==> config.mk <==
export PLATFORM = sky130hd
export DESIGN_NAME = black_level_calibration
export DESIGN_NICKNAME = d
export VERILOG_FILES = /design/src/logic/blc_pkg.sv /design/src/logic/calib_mem_if.sv /design/src/logic/black_level_calibration.sv /design/src/logic/calib_store.sv
export SDC_FILE = /design/constraint.sdc
export NUM_CORES = 1
export LEC_CHECK = 0
export ABC_AREA = 1
export BUFFER_PORTS_ARGS = -buffer_cell sky130_fd_sc_hd__buf_2
export CORE_UTILIZATION = 40
export CTS_CLUSTER_SIZE = 25
export DETAILED_ROUTE_END_ITERATION = 8
export GPL_TIMING_DRIVEN = 0
export PLACE_DENSITY = 0.57
export SLEW_MARGIN = 15
export SYNTH_ARGS = -nofsm -noshare
export SYNTH_HDL_FRONTEND = slang
export SYNTH_HIERARCHICAL = 1
export SYNTH_SLANG_ARGS = --single-unit
export TNS_END_PERCENT = 5
==> constraint.sdc <==
create_clock -name ref_clk -period 4.8 [get_ports ref_clk]
set_input_delay 0.72 -clock ref_clk [delete_from_list [all_inputs] [get_ports ref_clk]]
set_output_delay 0.72 -clock ref_clk [all_outputs]
set_load 0.01 [all_outputs]
==> src/logic/blc_pkg.sv <==
// Constants shared by the black level calibration block.
package blc_pkg;

    // ------------------------------------------------------------------
    // Register offsets
    // ------------------------------------------------------------------
    localparam logic [7:0]       THRESH_ADDR  = 8'h5f;
    localparam logic [7:0]       CTRL_ADDR    = 8'h62;
    // Channel order: first green, second green, red, blue.
    localparam logic [3:0][7:0]  OFFSET_ADDR  = {8'h64, 8'h63, 8'h61, 8'h60};

    // ------------------------------------------------------------------
    // Field positions
    // ------------------------------------------------------------------
    localparam int FLOOR_LSB     = 0;
    localparam int OVERRIDE_BIT  = 7;
    localparam int CEIL_LSB      = 8;
    localparam int NO_GAIN_BIT   = 15;
    localparam int MANUAL_BIT    = 0;
    localparam int DISABLE_BIT   = 1;
    localparam int CONTIN_BIT    = 2;
    localparam int KEEP_CEIL_BIT = 11;
    localparam int RESTART_BIT   = 12;
    localparam int NO_SWEEP_BIT  = 15;
    localparam int SIGN_BIT      = 8;

    // ------------------------------------------------------------------
    // Values after reset
    // ------------------------------------------------------------------
    localparam logic [5:0]  FLOOR_RESET   = 6'h04;
    localparam logic [6:0]  CEIL_MARGIN   = 7'h05;
    localparam logic [15:0] THRESH_RESET  = 16'h0904;
    localparam logic [15:0] CTRL_RESET    = 16'h0498;
    localparam logic [8:0]  OFFSET_RESET  = 9'h000;

    // ------------------------------------------------------------------
    // Calibration engine
    // ------------------------------------------------------------------
    localparam logic [7:0]  LAST_PIXEL    = 8'hff;
    localparam int          AVG_SHIFT     = 8;
    localparam int          FRAC_BITS     = 6;
    localparam int          FILT_SHIFT    = 3;
    localparam logic [7:0]  SWEEP_STEP    = 8'h08;
    localparam logic [7:0]  NORMAL_STEP   = 8'h01;
    localparam logic [9:0]  MAG_LIMIT     = 10'h0ff;

    typedef enum logic [1:0] {
        SWEEP_IDLE = 2'b00,
        SWEEP_WAIT = 2'b01,
        SWEEP_RUN  = 2'b10
    } sweep_e;

endpackage : blc_pkg

==> src/logic/calib_mem_if.sv <==
// Port bundle between the calibration engine and its filtered-average store.
`timescale 1ns/1ps
`default_nettype none
interface calib_mem_if;
    logic        rd_en;
    logic [1:0]  rd_addr;
    logic [15:0] rd_data;
    logic        wr_en;
    logic [1:0]  wr_addr;
    logic [15:0] wr_data;

    modport ctrl (output rd_en, output rd_addr, input rd_data,
                  output wr_en, output wr_addr, output wr_data);
    modport mem  (input rd_en, input rd_addr, output rd_data,
                  input wr_en, input wr_addr, input wr_data);
endinterface : calib_mem_if
`default_nettype wire

==> src/logic/black_level_calibration.sv <==
// Black level calibration: threshold and offset registers with the automatic engine.
`timescale 1ns/1ps
`default_nettype none
module black_level_calibration
    import blc_pkg::*;
(
    // Clock and reset
    input  wire logic             ref_clk,
    input  wire logic             rst,
    // Register port
    input  wire logic [7:0]       reg_addr,
    input  wire logic             reg_wr,
    input  wire logic             reg_rd,
    input  wire logic [15:0]      reg_wdata,
    output logic      [15:0]      reg_rdata,
    // Sensor sequencing
    input  wire logic             frame_start,
    input  wire logic             dark_rows_start,
    input  wire logic             adc_active,
    input  wire logic             gain_change,
    input  wire logic             timing_change,
    input  wire logic [6:0]       max_gain,
    // Dark pixel stream
    input  wire logic             dark_valid,
    input  wire logic [1:0]       dark_chan,
    input  wire logic [9:0]       dark_pixel,
    // Offset stage
    output logic      [3:0][8:0]  chan_offset,
    output logic                  offset_enable
);

    // ------------------------------------------------------------------
    // Sign-magnitude helpers
    // ------------------------------------------------------------------
    function automatic logic [8:0] step_offset(input logic [8:0] v, input logic up,
                                               input logic [7:0] step);
        logic signed [10:0] s;
        logic signed [10:0] lim;
        s   = v[SIGN_BIT] ? -$signed({3'b000, v[7:0]}) : $signed({3'b000, v[7:0]});
        lim = $signed({1'b0, MAG_LIMIT});
        s   = up ? s + $signed({3'b000, step}) : s - $signed({3'b000, step});
        if (s > lim) begin
            s = lim;
        end else if (s < -lim) begin
            s = -lim;
        end
        step_offset = (s < 0) ? {1'b1, 8'(-s)} : {1'b0, 8'(s)};
    endfunction : step_offset

    // ------------------------------------------------------------------
    // Register file
    // ------------------------------------------------------------------
    logic [15:0]      thresh_reg;
    logic [15:0]      ctrl_reg;
    logic [3:0][8:0]  prog_offset;
    logic             restart_req;
    logic [15:0]      sh_thresh;
    logic [3:0][8:0]  sh_offset;
    logic [5:0]       floor_lim;
    logic [6:0]       ceil_lim;

    wire        sel_thresh = (reg_addr == THRESH_ADDR);
    wire        sel_ctrl   = (reg_addr == CTRL_ADDR);
    wire [3:0]  sel_offset;
    logic [15:0] next_rdata;

    genvar g;
    generate
        for (g = 0; g < 4; g++) begin : gen_reg
            assign sel_offset[g] = (reg_addr == OFFSET_ADDR[g]);
            always_ff @(posedge ref_clk) begin
                if (rst) begin
                    prog_offset[g] <= OFFSET_RESET;
                end else if (reg_wr && sel_offset[g]) begin
                    prog_offset[g] <= reg_wdata[8:0];
                end
            end
        end
    endgenerate

    always_ff @(posedge ref_clk) begin
        if (rst) begin
            thresh_reg  <= THRESH_RESET;
            ctrl_reg    <= CTRL_RESET;
            restart_req <= 1'b0;
        end else begin
            if (reg_wr && sel_thresh) begin
                thresh_reg <= reg_wdata;
            end
            if (reg_wr && sel_ctrl) begin
                ctrl_reg <= {reg_wdata[15:13], 1'b0, reg_wdata[11:0]};
            end
            restart_req <= reg_wr && sel_ctrl && reg_wdata[RESTART_BIT];
        end
    end

    // Threshold reads show the limits in force; offset reads show the programmed values.
    always_comb begin
        next_rdata = 16'h0000;
        if (sel_thresh) begin
            next_rdata = {thresh_reg[NO_GAIN_BIT], ceil_lim, thresh_reg[OVERRIDE_BIT],
                          1'b0, floor_lim};
        end else if (sel_ctrl) begin
            next_rdata = ctrl_reg;
        end else begin
            for (int i = 0; i < 4; i++) begin
                if (sel_offset[i]) begin
                    next_rdata = {7'h00, prog_offset[i]};
                end
            end
        end
    end

    always_ff @(posedge ref_clk) begin
        if (rst) begin
            reg_rdata <= 16'h0000;
        end else if (reg_rd) begin
            reg_rdata <= next_rdata;
        end
    end

    // Programmed threshold and offset values are copied only as the dark rows begin, so a frame in flight
    // keeps the threshold and offsets it started with; control register bits act at once.
    always_ff @(posedge ref_clk) begin
        if (rst) begin
            sh_thresh <= THRESH_RESET;
            sh_offset <= '0;
        end else if (dark_rows_start) begin
            sh_thresh <= thresh_reg;
            sh_offset <= prog_offset;
        end
    end

    // ------------------------------------------------------------------
    // Threshold limits
    // ------------------------------------------------------------------
    wire        override   = sh_thresh[OVERRIDE_BIT];
    wire        no_gain    = sh_thresh[NO_GAIN_BIT];
    wire [5:0]  prog_floor = sh_thresh[FLOOR_LSB +: 6];
    wire [6:0]  prog_ceil  = sh_thresh[CEIL_LSB +: 7];
    wire [6:0]  floor_sum  = {1'b0, prog_floor} + {4'h0, max_gain[6:4]};
    wire [5:0]  next_floor = (override || no_gain) ? prog_floor
                           : (floor_sum[6] ? 6'h3f : floor_sum[5:0]);
    wire [6:0]  ceil_base  = (no_gain && !override) ? prog_ceil
                           : 7'({1'b0, floor_lim} + CEIL_MARGIN);

    // ------------------------------------------------------------------
    // Restart and sweep sequencing
    // ------------------------------------------------------------------
    wire     restart     = restart_req || timing_change || gain_change;
    wire     sweep_start = restart_req || timing_change ||
                           (gain_change && !ctrl_reg[NO_SWEEP_BIT]);
    sweep_e  sweep_state;
    sweep_e  next_sweep;
    wire     sweep_on    = (sweep_state == SWEEP_RUN);
    wire     sweep_done  = sweep_on && frame_start;

    always_comb begin
        case (sweep_state)
            SWEEP_IDLE: next_sweep = sweep_start ? SWEEP_WAIT : SWEEP_IDLE;
            SWEEP_WAIT: next_sweep = dark_rows_start ? SWEEP_RUN : SWEEP_WAIT;
            SWEEP_RUN:  next_sweep = sweep_start ? SWEEP_WAIT
                                   : (frame_start ? SWEEP_IDLE : SWEEP_RUN);
            default:    next_sweep = SWEEP_IDLE;
        endcase
    end

    always_ff @(posedge ref_clk) begin
        if (rst) begin
            sweep_state <= SWEEP_IDLE;
        end else begin
            sweep_state <= next_sweep;
        end
    end

    // ------------------------------------------------------------------
    // Dark pixel averaging per colour
    // ------------------------------------------------------------------
    logic [3:0]       pend;
    logic [3:0]       first;
    logic [3:0][9:0]  avg_hold;
    logic [3:0]       done;
    logic [3:0]       take;

    generate
        for (g = 0; g < 4; g++) begin : gen_acc
            logic [17:0] sum;
            logic [7:0]  count;
            wire         hit = dark_valid && (dark_chan == 2'(g));
            wire [17:0]  total = sum + {8'h00, dark_pixel};
            assign done[g] = hit && (count == LAST_PIXEL);
            always_ff @(posedge ref_clk) begin
                if (rst || restart) begin
                    sum   <= '0;
                    count <= '0;
                end else if (hit) begin
                    count <= count + 8'h01;
                    sum   <= done[g] ? 18'h00000 : total;
                end
            end
            always_ff @(posedge ref_clk) begin
                if (rst) begin
                    pend[g]     <= 1'b0;
                    avg_hold[g] <= '0;
                    first[g]    <= 1'b1;
                end else begin
                    if (done[g]) begin
                        avg_hold[g] <= total[AVG_SHIFT +: 10];
                    end
                    pend[g]  <= done[g] || (pend[g] && !take[g]);
                    first[g] <= restart || (first[g] && !take[g]);
                end
            end
        end
    endgenerate

    // ------------------------------------------------------------------
    // Filter and correction engine
    // ------------------------------------------------------------------
    calib_mem_if mbus ();

    calib_store u_store (
        .ref_clk (ref_clk),
        .m       (mbus.mem)
    );

    wire        pick_valid = |pend;
    wire [1:0]  pick_ch    = pend[0] ? 2'd0 : (pend[1] ? 2'd1 : (pend[2] ? 2'd2 : 2'd3));
    assign take = pick_valid ? (4'h1 << pick_ch) : 4'h0;

    logic             s1_valid;
    logic [1:0]       s1_ch;
    logic [9:0]       s1_avg;
    logic             s1_first;
    logic [3:0]       was_low;
    logic [3:0][8:0]  auto_corr;

    wire [15:0]        target   = {s1_avg, 6'h00};
    wire signed [16:0] diff     = $signed({1'b0, target}) - $signed({1'b0, mbus.rd_data});
    wire signed [16:0] filt_sum = $signed({1'b0, mbus.rd_data}) + (diff >>> FILT_SHIFT);
    wire [15:0]        filt_new = s1_first ? target : filt_sum[15:0];
    wire [9:0]         level    = filt_new[FRAC_BITS +: 10];
    wire               is_low   = level < {4'h0, floor_lim};
    wire               is_high  = level > {3'h0, ceil_lim};
    wire [7:0]         step     = sweep_on ? SWEEP_STEP : NORMAL_STEP;

    assign mbus.rd_en   = pick_valid;
    assign mbus.rd_addr = pick_ch;
    assign mbus.wr_en   = s1_valid;
    assign mbus.wr_addr = s1_ch;
    assign mbus.wr_data = filt_new;

    always_ff @(posedge ref_clk) begin
        if (rst) begin
            s1_valid <= 1'b0;
            s1_ch    <= 2'd0;
            s1_avg   <= '0;
            s1_first <= 1'b0;
        end else begin
            s1_valid <= pick_valid;
            s1_ch    <= pick_ch;
            s1_avg   <= avg_hold[pick_ch];
            s1_first <= first[pick_ch] && !restart;
        end
    end

    always_ff @(posedge ref_clk) begin
        if (rst) begin
            auto_corr <= '0;
            was_low   <= '0;
        end else if (s1_valid) begin
            if (is_low) begin
                auto_corr[s1_ch] <= step_offset(auto_corr[s1_ch], 1'b1, step);
            end else if (is_high) begin
                auto_corr[s1_ch] <= step_offset(auto_corr[s1_ch], 1'b0, step);
            end
            was_low[s1_ch] <= is_low;
        end
    end

    // The ceiling rises when a colour climbs from below the floor straight past it,
    // which stops the level from bouncing between the two limits.
    always_ff @(posedge ref_clk) begin
        if (rst) begin
            floor_lim <= FLOOR_RESET;
            ceil_lim  <= 7'(FLOOR_RESET) + CEIL_MARGIN;
        end else begin
            floor_lim <= next_floor;
            if (override) begin
                ceil_lim <= prog_ceil;
            end else if (restart) begin
                ceil_lim <= ceil_base;
            end else if (sweep_done && !ctrl_reg[KEEP_CEIL_BIT]) begin
                ceil_lim <= ceil_base;
            end else if (s1_valid && was_low[s1_ch] && is_high) begin
                ceil_lim <= (level > 10'h07f) ? 7'h7f : level[6:0];
            end
        end
    end

    // ------------------------------------------------------------------
    // Offset stage drive
    // ------------------------------------------------------------------
    wire corr_off    = ctrl_reg[DISABLE_BIT];
    wire corr_manual = ctrl_reg[MANUAL_BIT];
    wire corr_always = ctrl_reg[CONTIN_BIT];

    always_ff @(posedge ref_clk) begin
        if (rst) begin
            chan_offset   <= '0;
            offset_enable <= 1'b0;
        end else begin
            chan_offset   <= corr_off ? '0
                           : (corr_manual ? sh_offset : auto_corr);
            offset_enable <= !corr_off && (corr_always || adc_active);
        end
    end

endmodule : black_level_calibration
`default_nettype wire

==> src/logic/calib_store.sv <==
// Four-entry store of per-colour filtered black level averages.
`timescale 1ns/1ps
`default_nettype none
module calib_store (
    // Clock
    input wire logic     ref_clk,
    // Store port
    calib_mem_if.mem     m
);
    logic [15:0] cells [4];

    always_ff @(posedge ref_clk) begin
        if (m.wr_en) begin
            cells[m.wr_addr] <= m.wr_data;
        end
        if (m.rd_en) begin
            m.rd_data <= cells[m.rd_addr];
        end
    end
endmodule : calib_store
`default_nettype wire

After elaboration in Yosys (flattened, before gate mapping)
Memories as Yosys holds them, arrays and structs flattened. A register that Yosys moved wholly into a read port is not among the register bits. Index checks and enable logic that the tools add are counted.

Latch bits: 0. Word-level logic and storage cells: 221. ROM bits: 0. RAM bits: 64. Input port bits: 53. Output and inout bits: 53. Memories: 1. Bits in registers: 394.

Memory list: u_store.cells (words 4, width 16, read ports 1, clocked after memory_dff 1, wr ports 1, RTL line calib_store.sv:10) `logic [15:0] cells [4];`.

Bitwise gates (word level): 0. Reduce and logical (&&, ||, !) cells: 62. Divide/modulo/power cells: 0. $lt $le $gt $ge: 12. Eq/ne operators: 15. $mul: 0. Shifts and indexed selects: 1. Add/sub/neg operators: 17. Multiplexer cells: 63.

Operators by type and width (number): $mux 11 (12); $mux 36 (3); $mux 16 (6); $add 18x10->18 (4); $bwmux 36 (2); $mux 18 (4); $eq 8x7->1 const B (6); $mux 9 (5); $mux 7 (6); $add 8x1->8 const B (4); $eq 8x8->1 const B (4); $logic_and 1x1->1 (32); $gt 11x9->1 const B (2); $lt 11x1->1 const B (2); $lt 11x9->1 const B (2); $bmux 10 s2 (1); $bmux 9 s2 (1); $demux 9 s2 (1); $sub 16x16->17 (1); $add 16x14->16 (1); $neg 8->8 (2); $logic_or 1x1->1 (14); $mux 6 (2); $add 11x5->11 (1); 27 further kinds (52).

Longest topological paths before layout
Gate-level depths: netlist (run 1).

Depth in word-level cells: 17. Gate-level depth with buffers: 35. Mapped depth without buffers: 34.

Hierarchy
The synthesis (run 1) kept the hierarchy.

By module, submodules not included: black_level_calibration (area an instance 20474.6 sq um, cells an instance 2862, times used 1); calib_store (area an instance 3239.4 sq um, cells an instance 275, times used 1).

Worst setup path before layout (run 1)
No wires, ideal clock.

Kind: register to register. From: register u_store.m.rd_data[1] (read register of u_store.cells). To: register auto_corr[15] (netlist bit). Setup slack: 502 ps. Period minus slack after synthesis: 4298 ps. Data required time: 4678 ps. Stages on the path, launching flop included: 34. Library setup time: 122 ps. Arrival: 4176 ps. Path through: edfxtp_1 -> nor2_2 -> nand4_1 -> nor2_1 -> nand2_1 -> nand2_1 -> nand2_1 -> nand2_2 -> nand3_1 -> nand2_1 -> nand3_1 -> a21oi_1 -> nor3_1 -> xor2_1 -> ha_1 -> nand2_1 -> nor2_1 -> a211oi_1 -> nand3_1 -> xnor2_1 -> nand2_1 -> o21ai_0 -> inv_1 -> ha_1 -> nand4_1 -> nor2_1 -> a21oi_1 -> nor2_1 -> nand2_1 -> nand2_1 -> inv_1 -> buf_4 -> o21ai_0 -> a21oi_2.

Longest elaborated chain between the ends: 6. Elaborated cells on any way between the ends: 8. Those cells by class: 2 x add/sub; 2 x order compare; 2 x mux; 2 x reduce/logical.

RTL lines: start: declaration (RTL line calib_mem_if.sv:14) `modport mem (input rd_en, input rd_addr, output rd_data,`; $sub 16x16->17 (RTL line black_level_calibration.sv:239) `wire signed [16:0] diff = $signed({1'b0, target}) - $signed({1'b0, mbus.rd_data});`; $add 16x14->16 * (RTL line black_level_calibration.sv:240) `wire signed [16:0] filt_sum = $signed({1'b0, mbus.rd_data}) + (diff >>> FILT_SHIFT);`; $mux 16 * (RTL line black_level_calibration.sv:241) `wire [15:0] filt_new = s1_first ? target : filt_sum[15:0];`; via filt_new[12] (RTL line black_level_calibration.sv:241); $lt 10x6->1 / $gt 10x7->1 (equally long branches) (RTL line black_level_calibration.sv:243, black_level_calibration.sv:244); $reduce_bool 2->1 (no line); $reduce_and 2->1 (no line); end signal: indexed assignment (RTL line black_level_calibration.sv:273) `auto_corr[s1_ch] <= step_offset(auto_corr[s1_ch], 1'b1, step);`; end signal: indexed assignment (RTL line black_level_calibration.sv:275) `auto_corr[s1_ch] <= step_offset(auto_corr[s1_ch], 1'b0, step);`; end: declaration (RTL line black_level_calibration.sv:236) `logic [3:0][8:0] auto_corr;`.

Mark *: on every way through the listed nets, which the timed path passes. The rest lies on a longest branch. A chain may end at the register's enable or synchronous reset.

Final worst setup path (run 1)
From: register u_store.m.rd_data[2] (read register of u_store.cells). To: register auto_corr[19] (netlist bit).

Same word-level chain as after synthesis.

==> flow_summary.rst, run 1 <==
.. list-table::
   :header-rows: 1

   * - Metric
     - Value
   * - Cell Area, Synth
     - 0.02371 mm2
   * - Fillcell total
     - 5733
   * - Remaining antenna violation count after routing
     - 0
   * - Crit Path Max Fanout
     - 10
   * - Critical path class
     - flip-flop to flip-flop
   * - Number of unique standard cell types used by synthesis
     - 62
   * - Cell Rows
     - 88
   * - Share of the core filled with cells in the final layout
     - 47.97%
   * - Mean cell area of the mapped netlist
     - 7.559 um2
   * - Inserted Clock Buffers
     - 52
   * - Maximum cell stage delay along the critical path
     - 0.42 ns
   * - Max-capacitance violation count
     - 0
   * - Clock latency of the later-clocked register in the worst-skew pair
     - 0.62 ns
   * - Minimum hold slack
     - 0.3332 ns
   * - Seq cells post-synth
     - 472
   * - Slew of the pin with the lowest slew margin
     - 1.063 ns
   * - Final net count
     - 3492
   * - Growth of design area from synthesis to finish
     - 17.60%
   * - Time the worst path needs with I/O delays and setup
     - 4.670 ns
   * - Number of diodes added for antenna fixing
     - 0
   * - Worst Hold Class
     - input port to flip-flop
   * - Leftover overflow at the end of global routing
     - 0
   * - Flip-flop count of the largest register, all copies and words added
     - 72
   * - Fraction of final layout cells with drive strength greater than 1
     - 13.77%
   * - Register area share after synthesis
     - 43.22%
   * - Async set-reset flop share out of synthesis
     - 0%
   * - Kind of start point of the critical path
     - flip-flop
   * - DR iter-0 viols
     - 1515
   * - Number of standard cells after synthesis
     - 3137
   * - Post-route DRC violation count
     - 0
   * - Total power density per cell area
     - 313.1 mW/mm2
   * - Final number of setup-violating endpoints
     - 0
   * - Most frequent cells in the layout
     - nand2_1 (664), dfxtp_1 (390), inv_1 (389)
   * - Kind of end point of the critical path
     - flip-flop
   * - Worst path buffer plus inverter count
     - 3
   * - Wire length of the first global-routing pass
     - 112.2 mm
   * - Yosys warnings
     - 6
   * - Buffer levels on the longest clock path
     - 3
   * - Height of the die
     - 245.5 um
   * - Largest registers
     - gen_acc.sum (72), u_store/cells (64), avg_hold (40)
   * - Clock Skew
     - 0.02412 ns
   * - Clock Root Buffer
     - clkbuf_16
   * - Weighted congestion reported at the end of routability-driven placement
     - 0.9201
   * - Most common library cell in the layout ignoring fill and taps
     - nand2_1
   * - TritonCTS clock tree
     - done
   * - Vias in the first global route
     - 20230
   * - All-Layer GR Usage
     - 23.57%
   * - VDD IR-drop max
     - 0.3108 mV
   * - Initial antenna violation count
     - 0
   * - Initial standard-cell utilization of the core
     - 40.79%
   * - Register with the most flip-flops
     - gen_acc.sum
   * - Run status
     - completed
   * - Number of enable flip-flop cells after synthesis
     - 80
   * - Clock-pin slew on the worst setup and hold paths
     - 0.06 ns
   * - Vias per std cell
     - 5.208
   * - Number of endpoints with negative hold slack in the final report
     - 0
   * - Post-Synthesis Net Count
     - 3289
   * - Standard cell with the maximum stage delay on the critical path
     - edfxtp_1
   * - First drt pass iteration count
     - 6
   * - Kind of cell adding the most delay to the critical path
     - simple AND/OR/NAND/NOR gates
   * - Crit share post-route
     - 97.30%
   * - Max H-tree Level
     - 2
   * - Number of vias after detailed routing
     - 21610
   * - IO Port Bufs
     - 98
   * - Final HPWL DP
     - 54.49 mm
   * - Number of ports placed on the die boundary
     - 106
   * - Clock Sinks
     - 472
   * - Maximum number of pins on one net before global-route repair
     - 17
   * - Max_slew headroom
     - 28.61%
   * - Commonest register cell after synthesis
     - dfxtp_1
   * - Required arrival time at the worst endpoint
     - 5.30 ns
   * - Leakage dissipation
     - 11.95 nW
   * - Data arrival time at the worst-slack endpoint
     - 5.17 ns
   * - Area of the die
     - 0.06026 mm2
   * - Overall power of the completed layout
     - 8.732 mW
   * - Avg WL per Cell
     - 17.38 um
   * - Unrepaired setup endpoints after global routing
     - yes
   * - Total Routed Length
     - 72.13 mm
   * - Core area
     - 0.05814 mm2
   * - Final Max Slew Viols
     - 0
   * - Die boundary width
     - 245.5 um
   * - Peak clock frequency supported by timing
     - 214.1 MHz
==> path summary, 6_finish.rpt <==
kind	to	cells past startpoint	start	slack [ns]
setup / recovery	auto_corr[19]	31	u_store/m.rd_data[2]	0.13
hold / removal	offset_enable	3	adc_active	0.33
setup reg to reg	auto_corr[19]	31	u_store/m.rd_data[2]	0.13
hold reg to reg	ctrl_reg[14]	2	ctrl_reg[14]	0.46
==> kinds of logic (layout without fill, tap and decap cells) <==
kind of cell	after synthesis	count (layout)	synth area share, %
AND/OR/NAND/NOR	1186	1186	21.81
AO/OA/AOI/OAI	769	769	17.83
adder cells (fa/ha/maj)	99	99	5.382
buffers and inverters	539	786	9.091
XOR/XNOR	72	72	2.659
flip-flops	472	472	43.22
==> through the flow <==
step	std cells	setup slack (ns)	area [um2]	TNS (ns)
2_1_floorplan	3137	0.5018	23710	0
3_3_place_gp	4000	-0.7287	25160	-23.36
3_5_place_dp	4007	-0.8207	25250	-26.05
4_1_cts	4118	-0.003253	27250	-0.003253
5_1_grt	4149	-0.2354	27890	-7.726
6_report	4149	0.1298	27890	0
==> worst register-to-register path: cells and delay by family, from the launching register on <==
family / cells / cell delay, ns
simple gates: 19 / 2.07
xor+xnor: 2 / 0.35
compound gates: 5 / 0.79
buf+inv: 3 / 0.34
fa+ha+maj: 2 / 0.61
flops: 1 / 0.42
==> power by group <==
part / internal (mW) / leakage (nW) / switching [mW] / total (mW)
sequential: 4.06 / 3.89 / 0.0357 / 4.09
clock: 2.38 / 0.884 / 1.72 / 4.09
combinational: 0.162 / 7.17 / 0.384 / 0.546
total: 6.60 / 11.9 / 2.14 / 8.73
==> cell usage after synthesis (all sizes together), types with 3 or more instances <==
master	number	area share (%)
o2111ai	6	0.22
o21bai	35	1.1
xnor2	25	0.92
xor2	47	1.7
edfxtp	80	10
a32oi	3	0.11
a31oi	16	0.42
clkbuf	95	1.5
o21ai	280	6.0
o211a	3	0.13
fa	5	0.42
inv	414	6.6
o221ai	5	0.18
a21oi	364	7.8
o211ai	22	0.78
o21a	4	0.13
buf	28	0.98
dfxtp	392	33
nor3	33	0.77
nand4	20	0.55
o22ai	8	0.21
a211oi	4	0.13
a21boi	5	0.16
or2	13	0.34
nand3	182	4.2
a21o	5	0.16
a22oi	4	0.13
ha	94	5.0
nand2	712	12
nor3b	5	0.16
nor2	204	3.6
nand3b	10	0.33
==> per-layer routing <==
layer | up-vias | routed length (um) | GRT usage, % | part of all wire (%)
met4 | 0 | 1394 | 5.517 | 1.9
met1 | 10220 | 35250 | 34.53 | 49
li1 | 10740 | - | - | -
met3 | 98 | 3832 | 3.110 | 5.3
met2 | 545 | 31650 | 36.40 | 44
met5 | - | 0 | 0 | 0
==> area by class of cell <==
| cell class | count | area (um2) | area share (%) |
|---|---|---|---|
| multi-input combinational | 2126 | 11750 | 42.14 |
| buffer | 123 | 645.6 | 2.315 |
| clock inverter | 24 | 217.7 | 0.7807 |
| inverter | 416 | 1594 | 5.716 |
| tap | 765 | 957.2 | 3.432 |
| clock buffer | 74 | 1556 | 5.581 |
| timing repair buffer | 149 | 909.6 | 3.262 |
| sequential | 472 | 10250 | 36.77 |
==> repair_timing <==
| item | CTS | global route |
|---|---|---|
| gates cloned | 0 | 1 |
| buffers inserted | 13 | 30 |
| hold buffers | 0 | 0 |
| gates resized for setup | 52 | 111 |
| endpoints found under the setup margin | 43 | 47 |
| pin swaps | 8 | 28 |
Note: power is estimated with default switching activity, not from simulation.
==> run 2, diff against run 1 <==
Settings changed: PLACE_DENSITY 0.57 to default, REMOVE_ABC_BUFFERS from default to 1, SLEW_MARGIN 15 to default.
==> flow_summary.rst, run 2 (same netlist as run 1, synthesis figures left out) <==
.. list-table::
   :header-rows: 1

   * - Metric
     - Value
   * - Run status
     - complete, but fails checks (was completed)
   * - Failing checks
     - setup timing
   * - Clock Skew
     - 0.01892 ns (was 0.02412 ns)
   * - Data arrival time at the worst-slack endpoint
     - 5.34 ns (was 5.17 ns)
   * - Hold Path Stages
     - 3 (unchanged)
   * - Weighted congestion reported at the end of routability-driven placement
     - 0.8704 (was 0.9201)
   * - Post-route DRC violation count
     - 0 (unchanged)
   * - Core area
     - 0.05814 mm2 (unchanged)
   * - Crit Path Max Fanout
     - 7 (was 10)
   * - Maximum cell stage delay along the critical path
     - 0.45 ns (was 0.42 ns)
   * - Part of the power in combinational logic
     - 5.7% (was 6.2%)
   * - Peak clock frequency supported by timing
     - 206.7 MHz (was 214.1 MHz)
   * - First drt pass iteration count
     - 5 (was 6)
   * - Max-capacitance violation count
     - 0 (unchanged)
   * - Final number of setup-violating endpoints
     - 6 (was 0)
   * - Most frequent cells in the layout
     - nand2_1 (658), dfxtp_1 (390), inv_1 (385) (was nand2_1 (664), dfxtp_1 (390), inv_1 (389))
   * - Switching power share of the total
     - 23.37% (was 24.47%)
   * - Worst R2R Setup Slack
     - -0.04 ns (was 0.13 ns)
   * - Inserted Clock Buffers
     - 52 (unchanged)
   * - VDD IR-drop max
     - 0.4264 mV (was 0.3108 mV)
   * - Internal power
     - 6.762 mW (was 6.595 mW)
   * - Kind of end point of the critical path
     - flip-flop (unchanged)
   * - Total Routed Length
     - 64.78 mm (was 72.13 mm)
   * - Slew of the pin with the lowest slew margin
     - 1.315 ns (was 1.063 ns)
   * - Time the worst path needs with I/O delays and setup
     - 4.839 ns (was 4.670 ns)
   * - Count of cells along the worst register-to-register path
     - 34 (was 31)
   * - Initial standard-cell utilization of the core
     - 40.79% (unchanged)
   * - All-Layer GR Usage
     - 20.98% (was 23.57%)
   * - Wire length of the first global-routing pass
     - 101.2 mm (was 112.2 mm)
   * - Clock Root Buffer
     - clkbuf_16 (unchanged)
   * - Most common library cell in the layout ignoring fill and taps
     - nand2_1 (unchanged)
   * - Flip-flop count of the largest register, all copies and words added
     - 72 (unchanged)
   * - Required arrival time at the worst endpoint
     - 5.30 ns (about the same)
   * - Crit share post-route
     - 100.8% (was 97.30%)
   * - Clock network fraction of total power
     - 47.9% (was 46.9%)
   * - Area of the die
     - 0.06026 mm2 (unchanged)
   * - IO Port Bufs
     - 101 (was 98)
   * - Cell Rows
     - 88 (unchanged)
   * - Worst reg2reg path endpoint
     - auto_corr[19] (unchanged)
   * - Fraction of final layout cells with drive strength greater than 1
     - 14.88% (was 13.77%)
   * - Final HPWL DP
     - 44.82 mm (was 54.49 mm)
   * - Final net count
     - 3403 (was 3492)
   * - Net switching power
     - 2.062 mW (was 2.136 mW)
   * - Non-filler instance count after layout
     - 4062 (was 4149)
   * - Clock Sinks
     - 472 (unchanged)
   * - Final Max Slew Viols
     - 0 (unchanged)
   * - Total power density per cell area
     - 317.0 mW/mm2 (was 313.1 mW/mm2)
   * - Register with the most flip-flops
     - gen_acc.sum (unchanged)
   * - Largest registers
     - gen_acc.sum (72), u_store/cells (64), avg_hold (40) (unchanged)
   * - Kind of start point of the critical path
     - flip-flop (unchanged)
   * - Remaining antenna violation count after routing
     - 0 (unchanged)
   * - Clock-pin slew on the worst setup and hold paths
     - 0.06 ns (about the same)
   * - Vias per std cell
     - 5.048 (was 5.208)
   * - Number of endpoints with negative hold slack in the final report
     - 0 (unchanged)
   * - Buffer levels on the longest clock path
     - 3 (unchanged)
   * - Initial antenna violation count
     - 5 (was 0)
   * - Number of vias after detailed routing
     - 20510 (was 21610)
   * - DR iter-0 viols
     - 1697 (was 1515)
   * - Clock latency of the later-clocked register in the worst-skew pair
     - 0.61 ns (was 0.62 ns)
   * - Maximum number of pins on one net before global-route repair
     - 151 (was 17)
   * - Leakage dissipation
     - 11.88 nW (was 11.95 nW)
   * - Share of the core filled with cells in the final layout
     - 47.87% (was 47.97%)
   * - Die boundary width
     - 245.5 um (unchanged)
   * - Worst Hold Class
     - input port to flip-flop (unchanged)
   * - Relative contribution of sequential cells to total power
     - 46.4% (was 46.9%)
   * - Capturing instance or port of the critical path
     - auto_corr[19] (unchanged)
   * - Leftover overflow at the end of global routing
     - 0 (unchanged)
   * - Height of the die
     - 245.5 um (unchanged)
   * - Fillcell total
     - 5754 (was 5733)
   * - Max_slew headroom
     - 12.36% (was 28.61%)
   * - Growth of design area from synthesis to finish
     - 17.36% (was 17.60%)
   * - Vias in the first global route
     - 18610 (was 20230)
   * - Number of ports placed on the die boundary
     - 106 (unchanged)
   * - Max H-tree Level
     - 2 (unchanged)
   * - Launching instance or port of the critical path
     - u_store/m.rd_data[2] (unchanged)
   * - TritonCTS clock tree
     - done (unchanged)
   * - Standard cell with the maximum stage delay on the critical path
     - edfxtp_1 (unchanged)
   * - Worst setup margin
     - -0.03856 ns (was 0.1298 ns)
   * - Critical path class
     - flip-flop to flip-flop (unchanged)
   * - Unrepaired setup endpoints after global routing
     - yes (unchanged)
   * - Avg WL per Cell
     - 15.95 um (was 17.38 um)
   * - Post-CTS Hold Buffers
     - 0 (unchanged)
   * - Cell total after placement
     - 3889 (was 4007)
   * - Critical register-to-register path startpoint
     - u_store/m.rd_data[2] (unchanged)
run 2: cell count changes in the layout (fill, tap and decap cells not counted), sizes merged:
cell      before  now
buf          176  181
bufinv         2    7
clkbuf       170   73
clkinv        17   14
clkinvlp       3    9
diode          0    3
inv          418  412
run 2: layer usage:
layer,up-vias,track usage [%],part of all wire (%)
met5,-,0,0.034
li1,10570,-,-
met3,94,3.711,6.0
met4,4,5.663,2.4
met2,438,33.29,45
met1,9401,29.13,47
run 2: through the flow:
step / instance area [um2] / power [mW] / hold WS, ns / worst slack [ns] / setup TNS [ns]
after floorplan: 23120 / 4.450 / 0.4292 / 0.2188 / 0
after global placement: 24590 / 4.630 / 0.4404 / -1.309 / -186.18
after detailed placement: 24800 / 4.633 / 0.4453 / -1.075 / -36.28
after CTS: 27100 / 8.864 / 0.3280 / -0.04748 / -0.3516
after global routing: 27830 / 9.122 / 0.3396 / -0.3006 / -10.16
final: 27830 / 8.823 / 0.3443 / -0.03856 / -0.1738
run 2: how the worst min path moves through the flow:
| stage | from | endpoint |
|---|---|---|
| finish | adc_active | offset_enable |
| global route | reg_wdata[10] | ctrl_reg[10] |
| CTS | reg_wdata[10] | ctrl_reg[10] |
| detailed placement | thresh_reg[8] | thresh_reg[8] |
| global placement | ctrl_reg[4] | ctrl_reg[4] |
| floorplan | thresh_reg[11] | thresh_reg[11] |
run 2: power groups by stage:
stage	Sequential, mW	Combinational [mW]	Clock [mW]
floorplan	4.17	0.284	0
global placement	4.18	0.450	0
detailed placement	4.18	0.453	0
CTS	4.09	0.466	4.30
global route	4.09	0.562	4.47
finish	4.09	0.504	4.23
run 2: timing repair:
item | CTS | global route
buffers inserted | 35 | 35
gates cloned | 2 | 0
hold endpoints to repair | 0 | 0
setup endpoints to repair | 47 | 47
pin swaps | 14 | 44
gates resized for setup | 70 | 90
run 2: cell type report:
type | instances | area, um2 | share of cell area [%]
Antenna cell | 3 | 7.507 | 0.02697
Timing Repair inverter | 2 | 15.01 | 0.05395
Multi-Input combinational cell | 2126 | 11900 | 42.76
Clock buffer | 73 | 1490 | 5.355
Clock inverter | 24 | 330.3 | 1.187
Tap cell | 765 | 957.2 | 3.439
Sequential cell | 472 | 10260 | 36.86
Inverter | 416 | 1597 | 5.737
Timing Repair Buffer | 181 | 1275 | 4.581
run 2: worst max-delay path: cells and delay by family, from the launching register on:
kind	cells	cell delay (ns)
XOR/XNOR	1	0.14
buffers and inverters	4	0.56
AO/OA/AOI/OAI	5	0.78
AND/OR/NAND/NOR	22	2.20
adder cells (fa/ha/maj)	2	0.58
flip-flops	1	0.45
